===== src/sp_pkg.sv =====
// Function
// - Nine-bit mode: received ninth bit lands in rx_bit8 with the low byte.
// - Nine-bit mode: tx_bit8 copied into shifter ninth position on each load.
// - char_len_sel picks nine or eight data bits for both directions.
// - Idle wake: sleep ends after 10/11 ones; sleep refused while line idle.
// - Address wake: one in last data bit wakes, stores character, sets full.
// - Outside frames sync clock rests at sclk_idle_level.
// - sclk_phase picks clock pulse at start or middle of each data bit.
// - Last data bit clock emitted only when last_bit_clock_en is one.
// - Interrupt sources gated by their enable bits.
// - Transmitter enable rising drives pins and sends 10/11 ones preamble.
// - Disabling transmitter finishes current byte before pins float.
// - Re-enable during a byte: finish it, then send a new preamble.
// - Receiver disabled: no receive status flags get set.
// - Receiver asleep: no flags set; existing flags kept.
// - Break pulse sends 10/11 zeros; held break repeats whole blocks.
// - After a break at least one high bit precedes any start bit.
package sp_pkg;
  // ==========================================================
  // Register indices (byte address is four times the index)
  localparam logic [5:0] IDX_BAUD = 6'h0d;
  localparam logic [5:0] IDX_CTRL1 = 6'h0e;
  localparam logic [5:0] IDX_CTRL2 = 6'h0f;
  localparam logic [5:0] IDX_STAT = 6'h10;
  localparam logic [5:0] IDX_DATA = 6'h11;
  localparam logic [5:0] IDX_MASK = 6'h12;
  // ==========================================================
  // Control 1 fields
  localparam int C1_RXB8 = 7;
  localparam int C1_TXB8 = 6;
  localparam int C1_LEN = 4;
  localparam int C1_ROUSE = 3;
  localparam int C1_IDLE_LVL = 2;
  localparam int C1_PHASE = 1;
  localparam int C1_LAST_BIT_CLOCK_EN = 0;
  localparam logic [7:0] C1_WR_MASK = 8'h5f;
  localparam logic [7:0] C1_RESET = 8'h00;
  // ==========================================================
  // Control 2 fields
  localparam int C2_TIE = 7;
  localparam int C2_TX_DONE_IRQ_EN = 6;
  localparam int C2_RIE = 5;
  localparam int C2_QIE = 4;
  localparam int C2_TE = 3;
  localparam int C2_RE = 2;
  localparam int C2_SLEEP = 1;
  localparam int C2_BRK = 0;
  localparam logic [7:0] C2_RESET = 8'h00;
  // ==========================================================
  // Status fields
  localparam int ST_TX_BUF_EMPTY_FLAG = 7;
  localparam int ST_TC = 6;
  localparam int ST_FULL = 5;
  localparam int ST_IDLE = 4;
  localparam int ST_OVR = 3;
  localparam int ST_NOISE = 2;
  localparam int ST_FERR = 1;
  localparam logic [7:0] ST_RESET = 8'hc0;
  localparam logic [7:0] MASK_RESET = 8'h00;
  localparam logic [7:0] BAUD_RESET = 8'h00;
  // ==========================================================
  // Frame timing
  localparam logic [3:0] FRAME8_BITS = 4'd10;
  localparam logic [3:0] FRAME9_BITS = 4'd11;
  localparam logic [3:0] SUB_LAST = 4'd15;
  localparam logic [3:0] SUB_HALF = 4'd8;
  localparam logic [3:0] SUB_VOTE = 4'd9;
  // ==========================================================
  // Bus carriers and state encodings
  typedef struct packed {
    logic cyc;
    logic stb;
    logic we;
    logic [7:0] adr;
    logic [3:0] sel;
    logic [31:0] dat;
  } sp_wb_req_s;
  typedef struct packed {
    logic ack;
    logic [31:0] dat;
  } sp_wb_rsp_s;
  typedef enum logic [2:0] {
    TX_OFF = 3'b000, TX_IDLE = 3'b001, TX_PRE = 3'b011,
    TX_FRAME = 3'b010, TX_BRK = 3'b110, TX_MARK = 3'b111
  } sp_tx_state_e;
  typedef enum logic [1:0] {
    RX_IDLE = 2'b00, RX_START = 2'b01, RX_DATA = 2'b11, RX_STOP = 2'b10
  } sp_rx_state_e;
endpackage : sp_pkg


===== src/sp_serial_port.sv =====
// Chosen here: the Wishbone interface to the registers.
`timescale 1ns/1ps
module sp_serial_port (
  input wire logic clk_sys_in,
  input wire logic rst_n_in,
  input wire sp_pkg::sp_wb_req_s wb_req_in,
  output sp_pkg::sp_wb_rsp_s wb_rsp_out,
  input wire logic rx_line_in,
  output logic tx_line_out,
  output logic tx_line_oe_out,
  output logic sync_clk_out,
  output logic sync_clk_oe_out,
  output logic irq_out
);
  import sp_pkg::*;

  // ==========================================================
  // Register bus
  logic ack_reg;
  logic [7:0] rdat_reg;
  logic [7:0] ctrl1_reg;
  logic [7:0] ctrl2_reg;
  logic [7:0] stat_reg;
  logic [7:0] mask_reg;
  logic [7:0] baud_reg;
  logic [7:0] txd_reg;
  logic [7:0] rxd_reg;
  logic rxb8_reg;

  wire req = wb_req_in.cyc & wb_req_in.stb;
  wire [5:0] idx = wb_req_in.adr[7:2];
  wire wr_cyc = req & ack_reg & wb_req_in.we & wb_req_in.sel[0];
  wire wr_baud = wr_cyc & (idx == IDX_BAUD);
  wire wr_c1 = wr_cyc & (idx == IDX_CTRL1);
  wire wr_c2 = wr_cyc & (idx == IDX_CTRL2);
  wire wr_stat = wr_cyc & (idx == IDX_STAT);
  wire wr_data = wr_cyc & (idx == IDX_DATA);
  wire wr_mask = wr_cyc & (idx == IDX_MASK);
  wire [7:0] wdat = wb_req_in.dat[7:0];
  wire [7:0] c1_view = {rxb8_reg, ctrl1_reg[6], 1'b0, ctrl1_reg[4:0]};
  wire [7:0] rd_mux =
    (idx == IDX_BAUD) ? baud_reg :
    (idx == IDX_CTRL1) ? c1_view :
    (idx == IDX_CTRL2) ? ctrl2_reg :
    (idx == IDX_STAT) ? stat_reg :
    (idx == IDX_DATA) ? rxd_reg :
    (idx == IDX_MASK) ? mask_reg : 8'h00;

  always_ff @(posedge clk_sys_in or negedge rst_n_in) begin
    if (!rst_n_in) begin
      ack_reg <= 1'b0;
      rdat_reg <= 8'h00;
    end else begin
      ack_reg <= req & ~ack_reg;
      rdat_reg <= rd_mux;
    end
  end
  assign wb_rsp_out.ack = ack_reg;
  assign wb_rsp_out.dat = {24'h000000, rdat_reg};

  // ==========================================================
  // Control fields
  wire char9 = ctrl1_reg[C1_LEN];
  wire rouse = ctrl1_reg[C1_ROUSE];
  wire idle_lvl = ctrl1_reg[C1_IDLE_LVL];
  wire phase = ctrl1_reg[C1_PHASE];
  wire last_bit_clock_en = ctrl1_reg[C1_LAST_BIT_CLOCK_EN];
  wire tx_on = ctrl2_reg[C2_TE];
  wire rx_on = ctrl2_reg[C2_RE];
  wire sleep = ctrl2_reg[C2_SLEEP];
  wire brk = ctrl2_reg[C2_BRK];
  wire [3:0] frame_len = char9 ? FRAME9_BITS : FRAME8_BITS;
  wire [3:0] data_bits = frame_len - 4'd2;

  // ==========================================================
  // Sixteen-times bit rate enable
  logic [7:0] div_reg;
  wire tick = (div_reg == baud_reg);
  always_ff @(posedge clk_sys_in or negedge rst_n_in) begin
    if (!rst_n_in) begin
      div_reg <= 8'h00;
    end else begin
      div_reg <= tick ? 8'h00 : div_reg + 8'h01;
    end
  end

  // ==========================================================
  // Transmitter
  sp_tx_state_e tx_st_reg;
  logic [3:0] tx_sub_reg;
  logic [3:0] tx_cnt_reg;
  logic [10:0] tx_sh_reg;
  logic tx_on_d_reg;
  logic pre_pend_reg;
  logic sclk_reg;
  logic brk_pend_reg;
  wire brk_req = brk | brk_pend_reg;
  wire bit_end = tick & (tx_sub_reg == SUB_LAST);
  wire tx_last = (tx_cnt_reg == frame_len - 4'd1);
  wire tx_rise = tx_on & ~tx_on_d_reg;
  wire tx_work = pre_pend_reg | brk_req | ~stat_reg[ST_TX_BUF_EMPTY_FLAG];
  wire tx_load = (tx_st_reg == TX_IDLE) & bit_end & tx_on & ~pre_pend_reg & ~brk_req
    & ~stat_reg[ST_TX_BUF_EMPTY_FLAG];
  wire tx_quiet = (tx_st_reg == TX_IDLE) & bit_end & tx_on & ~tx_work;
  wire [10:0] tx_frame = char9 ? {1'b1, ctrl1_reg[C1_TXB8], txd_reg, 1'b0}
    : {2'b11, txd_reg, 1'b0};
  wire in_data = (tx_st_reg == TX_FRAME) & (tx_cnt_reg != 4'd0)
    & (tx_cnt_reg <= data_bits);
  wire clk_bit = in_data & ((tx_cnt_reg != data_bits) | last_bit_clock_en);
  wire clk_half = phase ? (tx_sub_reg < SUB_HALF) : (tx_sub_reg >= SUB_HALF);

  always_ff @(posedge clk_sys_in or negedge rst_n_in) begin
    if (!rst_n_in) begin
      tx_on_d_reg <= 1'b0;
      tx_sub_reg <= 4'h0;
    end else begin
      tx_on_d_reg <= tx_on;
      if (tick) begin
        tx_sub_reg <= tx_sub_reg + 4'h1;
      end
    end
  end

  // short break pulse kept until the block starts
  always_ff @(posedge clk_sys_in or negedge rst_n_in) begin
    if (!rst_n_in) begin
      brk_pend_reg <= 1'b0;
    end else if (!tx_on) begin
      brk_pend_reg <= 1'b0;
    end else if (brk) begin
      brk_pend_reg <= 1'b1;
    end else if (tx_st_reg == TX_BRK) begin
      brk_pend_reg <= 1'b0;
    end
  end

  always_ff @(posedge clk_sys_in or negedge rst_n_in) begin
    if (!rst_n_in) begin
      pre_pend_reg <= 1'b0;
    end else if (tx_rise) begin
      pre_pend_reg <= 1'b1;
    end else if (tx_st_reg == TX_PRE && bit_end && tx_last) begin
      pre_pend_reg <= 1'b0;
    end
  end

  always_ff @(posedge clk_sys_in or negedge rst_n_in) begin
    if (!rst_n_in) begin
      tx_st_reg <= TX_OFF;
      tx_cnt_reg <= 4'h0;
      tx_sh_reg <= 11'h7ff;
    end else begin
      case (tx_st_reg)
        TX_OFF: begin
          if (tx_on) begin
            tx_st_reg <= TX_IDLE;
          end
        end
        TX_IDLE: begin
          tx_cnt_reg <= 4'h0;
          if (!tx_on) begin
            tx_st_reg <= TX_OFF;
          end else if (bit_end && pre_pend_reg) begin
            tx_st_reg <= TX_PRE;
          end else if (bit_end && brk_req) begin
            tx_st_reg <= TX_BRK;
          end else if (tx_load) begin
            tx_st_reg <= TX_FRAME;
            tx_sh_reg <= tx_frame;
          end
        end
        TX_FRAME: begin
          if (bit_end) begin
            tx_sh_reg <= {1'b1, tx_sh_reg[10:1]};
            tx_cnt_reg <= tx_cnt_reg + 4'h1;
            if (tx_last) begin
              tx_st_reg <= tx_on ? TX_IDLE : TX_OFF;
            end
          end
        end
        TX_PRE: begin
          if (bit_end) begin
            tx_cnt_reg <= tx_cnt_reg + 4'h1;
            if (tx_last) begin
              tx_st_reg <= tx_on ? TX_IDLE : TX_OFF;
            end
          end
        end
        TX_BRK: begin
          if (bit_end) begin
            tx_cnt_reg <= tx_last ? 4'h0 : tx_cnt_reg + 4'h1;
            if (tx_last && !brk) begin
              tx_st_reg <= TX_MARK;
            end
          end
        end
        TX_MARK: begin
          if (bit_end) begin
            tx_st_reg <= tx_on ? TX_IDLE : TX_OFF;
          end
        end
        default: begin
          tx_st_reg <= TX_OFF;
        end
      endcase
    end
  end

  always_ff @(posedge clk_sys_in or negedge rst_n_in) begin
    if (!rst_n_in) begin
      sclk_reg <= 1'b0;
    end else begin
      sclk_reg <= (clk_bit & clk_half) ? ~idle_lvl : idle_lvl;
    end
  end

  assign tx_line_oe_out = (tx_st_reg != TX_OFF);
  assign sync_clk_oe_out = (tx_st_reg != TX_OFF);
  assign tx_line_out = (tx_st_reg == TX_FRAME) ? tx_sh_reg[0] : (tx_st_reg != TX_BRK);
  assign sync_clk_out = sclk_reg;

  // ==========================================================
  // Receive line synchroniser
  logic rx_m1_reg;
  logic rx_m2_reg;
  logic rx_m3_reg;
  logic rx_lvl_reg;
  always_ff @(posedge clk_sys_in or negedge rst_n_in) begin
    if (!rst_n_in) begin
      rx_m1_reg <= 1'b1;
      rx_m2_reg <= 1'b1;
      rx_m3_reg <= 1'b1;
      rx_lvl_reg <= 1'b1;
    end else begin
      rx_m1_reg <= rx_line_in;
      rx_m2_reg <= rx_m1_reg;
      rx_m3_reg <= rx_m2_reg;
      if (rx_m2_reg == rx_m3_reg) begin
        rx_lvl_reg <= rx_m2_reg;
      end
    end
  end

  // ==========================================================
  // Receiver
  sp_rx_state_e rx_st_reg;
  logic [3:0] rx_sub_reg;
  logic [3:0] rx_cnt_reg;
  logic [8:0] rx_sh_reg;
  logic [1:0] smp_reg;
  logic nz_reg;
  logic [3:0] ones_reg;
  logic idle_arm_reg;
  wire vote_pt = tick & (rx_sub_reg == SUB_VOTE);
  wire vote = (smp_reg[0] & smp_reg[1]) | (smp_reg[0] & rx_lvl_reg)
    | (smp_reg[1] & rx_lvl_reg);
  wire noisy = ~((smp_reg[0] == smp_reg[1]) & (smp_reg[1] == rx_lvl_reg));
  wire [3:0] ones_thr = frame_len;
  wire line_idle = (ones_reg >= ones_thr);
  wire ones_hit = vote_pt & vote & (ones_reg == ones_thr - 4'd1);
  wire frame_end = vote_pt & (rx_st_reg == RX_STOP);
  wire [7:0] rx_byte = char9 ? rx_sh_reg[7:0] : rx_sh_reg[8:1];
  // address mark is the last data bit
  wire addr_mark = rx_sh_reg[8];
  wire wake_addr = frame_end & sleep & rouse & addr_mark;
  // receive flags need enabled, awake receiver
  wire rx_ok = rx_on & (~sleep | wake_addr);
  wire rx_take = frame_end & rx_ok & ~stat_reg[ST_FULL] & ~stat_reg[ST_FERR];
  wire rx_ovr = frame_end & rx_ok & stat_reg[ST_FULL];
  wire idle_evt = ones_hit & rx_on & ~sleep & idle_arm_reg;
  wire wake_idle = ones_hit & sleep & ~rouse;

  always_ff @(posedge clk_sys_in or negedge rst_n_in) begin
    if (!rst_n_in) begin
      rx_st_reg <= RX_IDLE;
      rx_sub_reg <= 4'h0;
      rx_cnt_reg <= 4'h0;
      rx_sh_reg <= 9'h000;
      smp_reg <= 2'b11;
      nz_reg <= 1'b0;
      ones_reg <= 4'h0;
    end else if (tick) begin
      rx_sub_reg <= rx_sub_reg + 4'h1;
      smp_reg <= {smp_reg[0], rx_lvl_reg};
      if (vote_pt && rx_st_reg != RX_START) begin
        ones_reg <= !vote ? 4'h0 : (line_idle ? ones_reg : ones_reg + 4'h1);
      end
      case (rx_st_reg)
        RX_IDLE: begin
          if (!rx_lvl_reg && rx_sub_reg != SUB_HALF) begin
            rx_st_reg <= RX_START;
            rx_sub_reg <= 4'h1;
          end
        end
        RX_START: begin
          if (vote_pt) begin
            rx_st_reg <= vote ? RX_IDLE : RX_DATA;
            rx_cnt_reg <= 4'h0;
            nz_reg <= noisy;
            if (!vote) begin
              ones_reg <= 4'h0;
            end
          end
        end
        RX_DATA: begin
          if (vote_pt) begin
            rx_sh_reg <= {vote, rx_sh_reg[8:1]};
            nz_reg <= nz_reg | noisy;
            rx_cnt_reg <= rx_cnt_reg + 4'h1;
            if (rx_cnt_reg == data_bits - 4'd1) begin
              rx_st_reg <= RX_STOP;
            end
          end
        end
        RX_STOP: begin
          if (vote_pt) begin
            nz_reg <= nz_reg | noisy;
            rx_st_reg <= RX_IDLE;
          end
        end
        default: begin
          rx_st_reg <= RX_IDLE;
        end
      endcase
    end
  end

  always_ff @(posedge clk_sys_in or negedge rst_n_in) begin
    if (!rst_n_in) begin
      rxd_reg <= 8'h00;
      rxb8_reg <= 1'b0;
      idle_arm_reg <= 1'b0;
    end else begin
      if (rx_take) begin
        rxd_reg <= rx_byte;
        rxb8_reg <= rx_sh_reg[8];
      end
      if (rx_take) begin
        idle_arm_reg <= 1'b1;
      end else if (idle_evt) begin
        idle_arm_reg <= 1'b0;
      end
    end
  end

  // ==========================================================
  // Control and data registers
  wire sleep_req = wdat[C2_SLEEP] & ~(~rouse & line_idle);
  wire [7:0] c2_wr = {wdat[7:2], sleep_req, wdat[C2_BRK]};
  always_ff @(posedge clk_sys_in or negedge rst_n_in) begin
    if (!rst_n_in) begin
      ctrl1_reg <= C1_RESET;
      ctrl2_reg <= C2_RESET;
      mask_reg <= MASK_RESET;
      baud_reg <= BAUD_RESET;
      txd_reg <= 8'h00;
    end else begin
      if (wr_c1) begin
        ctrl1_reg <= wdat & C1_WR_MASK;
      end
      if (wr_mask) begin
        mask_reg <= wdat;
      end
      if (wr_baud) begin
        baud_reg <= wdat;
      end
      if (wr_data) begin
        txd_reg <= wdat;
      end
      // sleep refused while idle in idle-wake mode; hardware wake clears it
      if (wr_c2) begin
        ctrl2_reg <= c2_wr;
      end else if (wake_idle || wake_addr) begin
        ctrl2_reg[C2_SLEEP] <= 1'b0;
      end
    end
  end

  // ==========================================================
  // Status and interrupt
  logic [7:0] st_set;
  logic [7:0] st_clr;
  always_comb begin
    st_set = 8'h00;
    st_clr = wr_stat ? wdat : 8'h00;
    if (wr_data) begin
      st_clr[ST_TX_BUF_EMPTY_FLAG] = 1'b1;
      st_clr[ST_TC] = 1'b1;
    end
    st_set[ST_TX_BUF_EMPTY_FLAG] = tx_load;
    st_set[ST_TC] = tx_quiet;
    // address character fills the receive register
    st_set[ST_FULL] = rx_take;
    st_set[ST_NOISE] = rx_take & nz_reg;
    st_set[ST_FERR] = rx_take & ~vote;
    st_set[ST_OVR] = rx_ovr;
    st_set[ST_IDLE] = idle_evt;
    st_clr[0] = 1'b1;
  end

  always_ff @(posedge clk_sys_in or negedge rst_n_in) begin
    if (!rst_n_in) begin
      stat_reg <= ST_RESET;
    end else begin
      stat_reg <= (stat_reg & ~st_clr) | st_set;
    end
  end

  wire [7:0] src_gate = {ctrl2_reg[C2_TIE], ctrl2_reg[C2_TX_DONE_IRQ_EN], ctrl2_reg[C2_RIE],
    ctrl2_reg[C2_QIE], ctrl2_reg[C2_RIE], 3'b000};
  always_ff @(posedge clk_sys_in or negedge rst_n_in) begin
    if (!rst_n_in) begin
      irq_out <= 1'b0;
    end else begin
      irq_out <= |(stat_reg & mask_reg & src_gate);
    end
  end

endmodule : sp_serial_port


===== config.mk =====
export PLATFORM = sky130hd
export DESIGN_NAME = sp_serial_port
export DESIGN_NICKNAME = d
export VERILOG_FILES = /design/src/sp_pkg.sv /design/src/sp_serial_port.sv
export SDC_FILE = /design/constraint.sdc
export NUM_CORES = 1
export LEC_CHECK = 0
export BUFFER_PORTS_ARGS = -buffer_cell sky130_fd_sc_hd__buf_2
export CAP_MARGIN = 20
export CORE_AREA = 2 2 140 142
export DETAILED_ROUTE_END_ITERATION = 10
export DIE_AREA = 0 0 142 144
export PLACE_DENSITY = 0.5
export SLEW_MARGIN = 20
export SYNTH_ARGS = -nofsm -noshare
export SYNTH_HDL_FRONTEND = slang
export SYNTH_SLANG_ARGS = --single-unit

===== constraint.sdc =====
create_clock -name clk_sys_in -period 3.8 [get_ports clk_sys_in]
set_input_delay 0.76 -clock clk_sys_in [delete_from_list [all_inputs] [get_ports clk_sys_in]]
set_output_delay 0.76 -clock clk_sys_in [all_outputs]
set_load 0.01 [all_outputs]

==> flow_summary_export.csv <==
group,metric,value,unit
cts,post_cts_buffers,0,
worst_setup_path,cp_max_fo,13,
cts,cts_root_buf,"clkbuf_16",
global_routing,grt_max_degree,77,
sta,finalCriticalPeriod,2.79,ns
layout,multiInputGateArea,3070,sq um
global_routing,grt_pass1_vias,4582,
cts,clkLatencyLatePin,0.42,ns
detailed_routing,wl_per_cell,16.9,um
worst_setup_path,startpoint,"baud_reg[7]",
worst_setup_path,crit_path_end_kind,"flop",
worst_setup_path,path_class,"reg -> reg",
global_routing,gr-total-overflow,0,
worst_setup_path,critPathTopFamily,"simple AND/OR/NAND/NOR gates",
layout,drive_gt1_share,26.0,%
sta,clock_skew,0.00862,ns
placed_design,dpl_worst_slack,0.852,ns
yosys,ys.flop_type,"dfrtp_1",
status,status,"finished, final reports clean",
placed_design,globalplace.congestion,0.832,
layout,antenna_cells,0,
yosys,netlist_area,6540,sq um
yosys,synth_cell_types,65,
yosys,syn_inst,601,
cts,cts_tree,"yes",
yosys,synthArstFlopShare,100,%
global_routing,grt_pass1_wl,24.7,mm
worst_setup_path,r2r-start,"baud_reg[7]",
sta,drv_slew,0,
yosys,synth_area_leaders,"dfrtp_1 42%, mux2_2 12%, dfstp_2 7.2%, buf_4 3.0%, nand2_1 3.0%",
layout,nFillCells,1859,
worst_setup_path,slowest_delay,0.79,ns
sta,setup_viol_count_final,0,
yosys,synth_top_area_share,42.1,%
die,fp.dieArea,20400,sq um
sta,setup_ws,1.01,ns
layout,area_growth_syn_to_layout,15.6,%
worst_setup_path,arrival,3.09,ns
layout,fin_util,39.6,%
layout,final-seq-area,3230,sq um
detailed_routing,post-route-drc-count,0,
placed_design,hpwl,10.7,mm
sta,fmax,358,MHz
detailed_routing,vias,4657,
sta,max_slew_margin,38.6,%
cts,cts_buffers,17,
yosys,ys_warn_count,0,
yosys,seq_area_frac_synth,49.3,%
sta,grt_setup_unrepaired,"no",
layout,layout.nets,703,
cts,clock_sinks,128,
worst_setup_path,cp_slowest_cell,"or4b_1",
cts,cts.clk_slew.worst_paths,0.06,ns
yosys,synth_top_cell_by_area,"dfrtp_1",
die,die_y,144,um
worst_setup_path,cp.required,4.10,ns
worst_setup_path,crit_chain,"xor2_1 > nor4_4 > nand3_1 > or4b_1 > mux2_1",
power,power_density,563,nW/um^2
yosys,synth_edf_count,0,
cts,clock_path_buffers,2,
detailed_routing,drtIter0Drc,447,
sta,worst_pin_slew,0.917,ns
min_path,min_path_type,"in -> async",
sta,period_share,73.5,%
die,start_util,34.3,%
detailed_routing,ant_nets,0,
sta,final-hold-violation-count,0,
worst_setup_path,start_kind,"flop",
worst_setup_path,path_buf_inv,0,
global_routing,antenna_found_initial,0,
die,coreArea,19100,sq um
die,io_pins,88,
die,fp.dieW,142,um
power,peakVddDrop,0.000294,V
sta,setup_tns,0,ns
detailed_routing,drt-total-wl,15.1,mm
placed_design,portBuffers,34,
die,rows,51,
cts,postCtsResizedCells,0,
detailed_routing,vias_per_cell,5.23,
job,maxCapViolations,0,
yosys,syn_area_per_cell,10.9,sq um
layout,largest_reg_flops,10,
detailed_routing,dr.pass1.iters,5,
global_routing,grt.total_usage,15.7,%
power,p_leak,3.54,nW
cts,hold_buffers,0,
cts,htree_levels,4,
yosys,ys_ff_latch,128,
[report_power, final]
part	leakage, nW	internal, mW	switching, mW	total, mW
sequential	1.63	1.52	0.187	1.70
combinational	1.61	0.329	0.481	0.810
clock	0.305	1.11	0.633	1.74
[worst paths after layout]
check,endpoint,depth (start not counted),slack (ns)
setup / recovery,rxd_reg[7],5,1.01
hold / removal,ack_reg,1,0.24
setup reg to reg,rxd_reg[7],5,1.01
hold reg to reg,rx_m2_reg,0,0.35
max in group asynchronous,tx_sh_reg[0],2,2.92
min in group clk_sys_in,rx_m2_reg,0,0.35
[stage by stage]
step                      instances  total power [mW]  hold WS, ns  instance area (sq um)
after detailed placement        858              2.54        0.347                   6900
after floorplan                 624              2.30        0.345                   6630
after global routing            891              4.51        0.236                   7560
after CTS                       890              4.31        0.355                   7530
after global placement          858              2.50        0.348                   6900
final                           891              4.25        0.236                   7560
[worst reg2reg max path: cells and delay by family, from the launching register on]
family | cells | cell delay, ns
and+or+nand+nor | 3 | 1.60
DFF | 1 | 0.44
muxes | 1 | 0.42
xor gates and xnor gates | 1 | 0.21
[layout by cell type (no fill, tap or decap), types with 11 or more instances in the layout]
cell,Yosys,routed
mux2_2,70,70
inv_1,16,16
clkbuf_16,0,17
dfstp_2,18,18
nand2_1,52,52
o21ai_1,11,11
dfrtp_1,110,110
conb_1,1,24
nor2_1,38,38
xor2_1,15,15
nand2b_1,12,12
nand3_1,29,29
buf_2,1,33
ha_1,13,13
o21ai_0,21,21
a21oi_1,11,11
[Yosys cell counts, types with 2 or more instances]
library cell	number
o21a_1	2
o2bb2ai_1	6
nor3b_1	2
mux2_2	70
a2bb2oi_1	2
and2_1	8
o21ai_1	11
buf_4	26
nand2_1	52
nand2b_1	12
or4b_1	3
xnor2_1	6
a221oi_1	2
or3_1	4
a21o_1	4
clkbuf_1	18
a21boi_0	2
o21ai_0	21
nor3_1	5
nand3_1	29
a21oi_1	11
mux2i_1	8
inv_1	16
dfrtp_1	110
o31ai_1	5
and3_1	5
nor4b_1	2
dfstp_2	18
a22oi_1	6
nor2_1	38
a31oi_1	5
o41ai_1	2
ha_1	13
nor4_4	2
or3b_2	2
o211ai_1	2
o221ai_1	2
xor2_1	15
nand4_1	8
or4_1	2
nor2b_1	6
mux2_1	10
o22a_1	6
[cell families after synthesis]
kind of cell               synth area share (%)
and+or+nand+nor                            14.7
adders and majority gates                  2.64
buffers and inverters                      5.13
muxes                                      15.0
xor gates and xnor gates                   2.81
other                                    0.0573
DFF                                        49.3
AOI/OAI and AO/OA                          10.3
[routing by layer]
layer	wire (um)	track usage, %	up-vias
li1	-	-	2185
met1	7070	21.1	2310
met2	7060	24.9	137
met3	644	3.87	25
met4	299	5.68	0
met5	0	0	-
[area by class of cell]
cell class / instances / area share, %
Sequential cell: 128 / 42.7
Multi-Input combinational cell: 433 / 40.6
Clock buffer: 17 / 5.63
Tap cell: 238 / 3.94
Timing Repair Buffer: 43 / 3.61
Clock inverter: 15 / 2.73
Inverter: 17 / 0.844
Power figures use the tool's default switching activity.
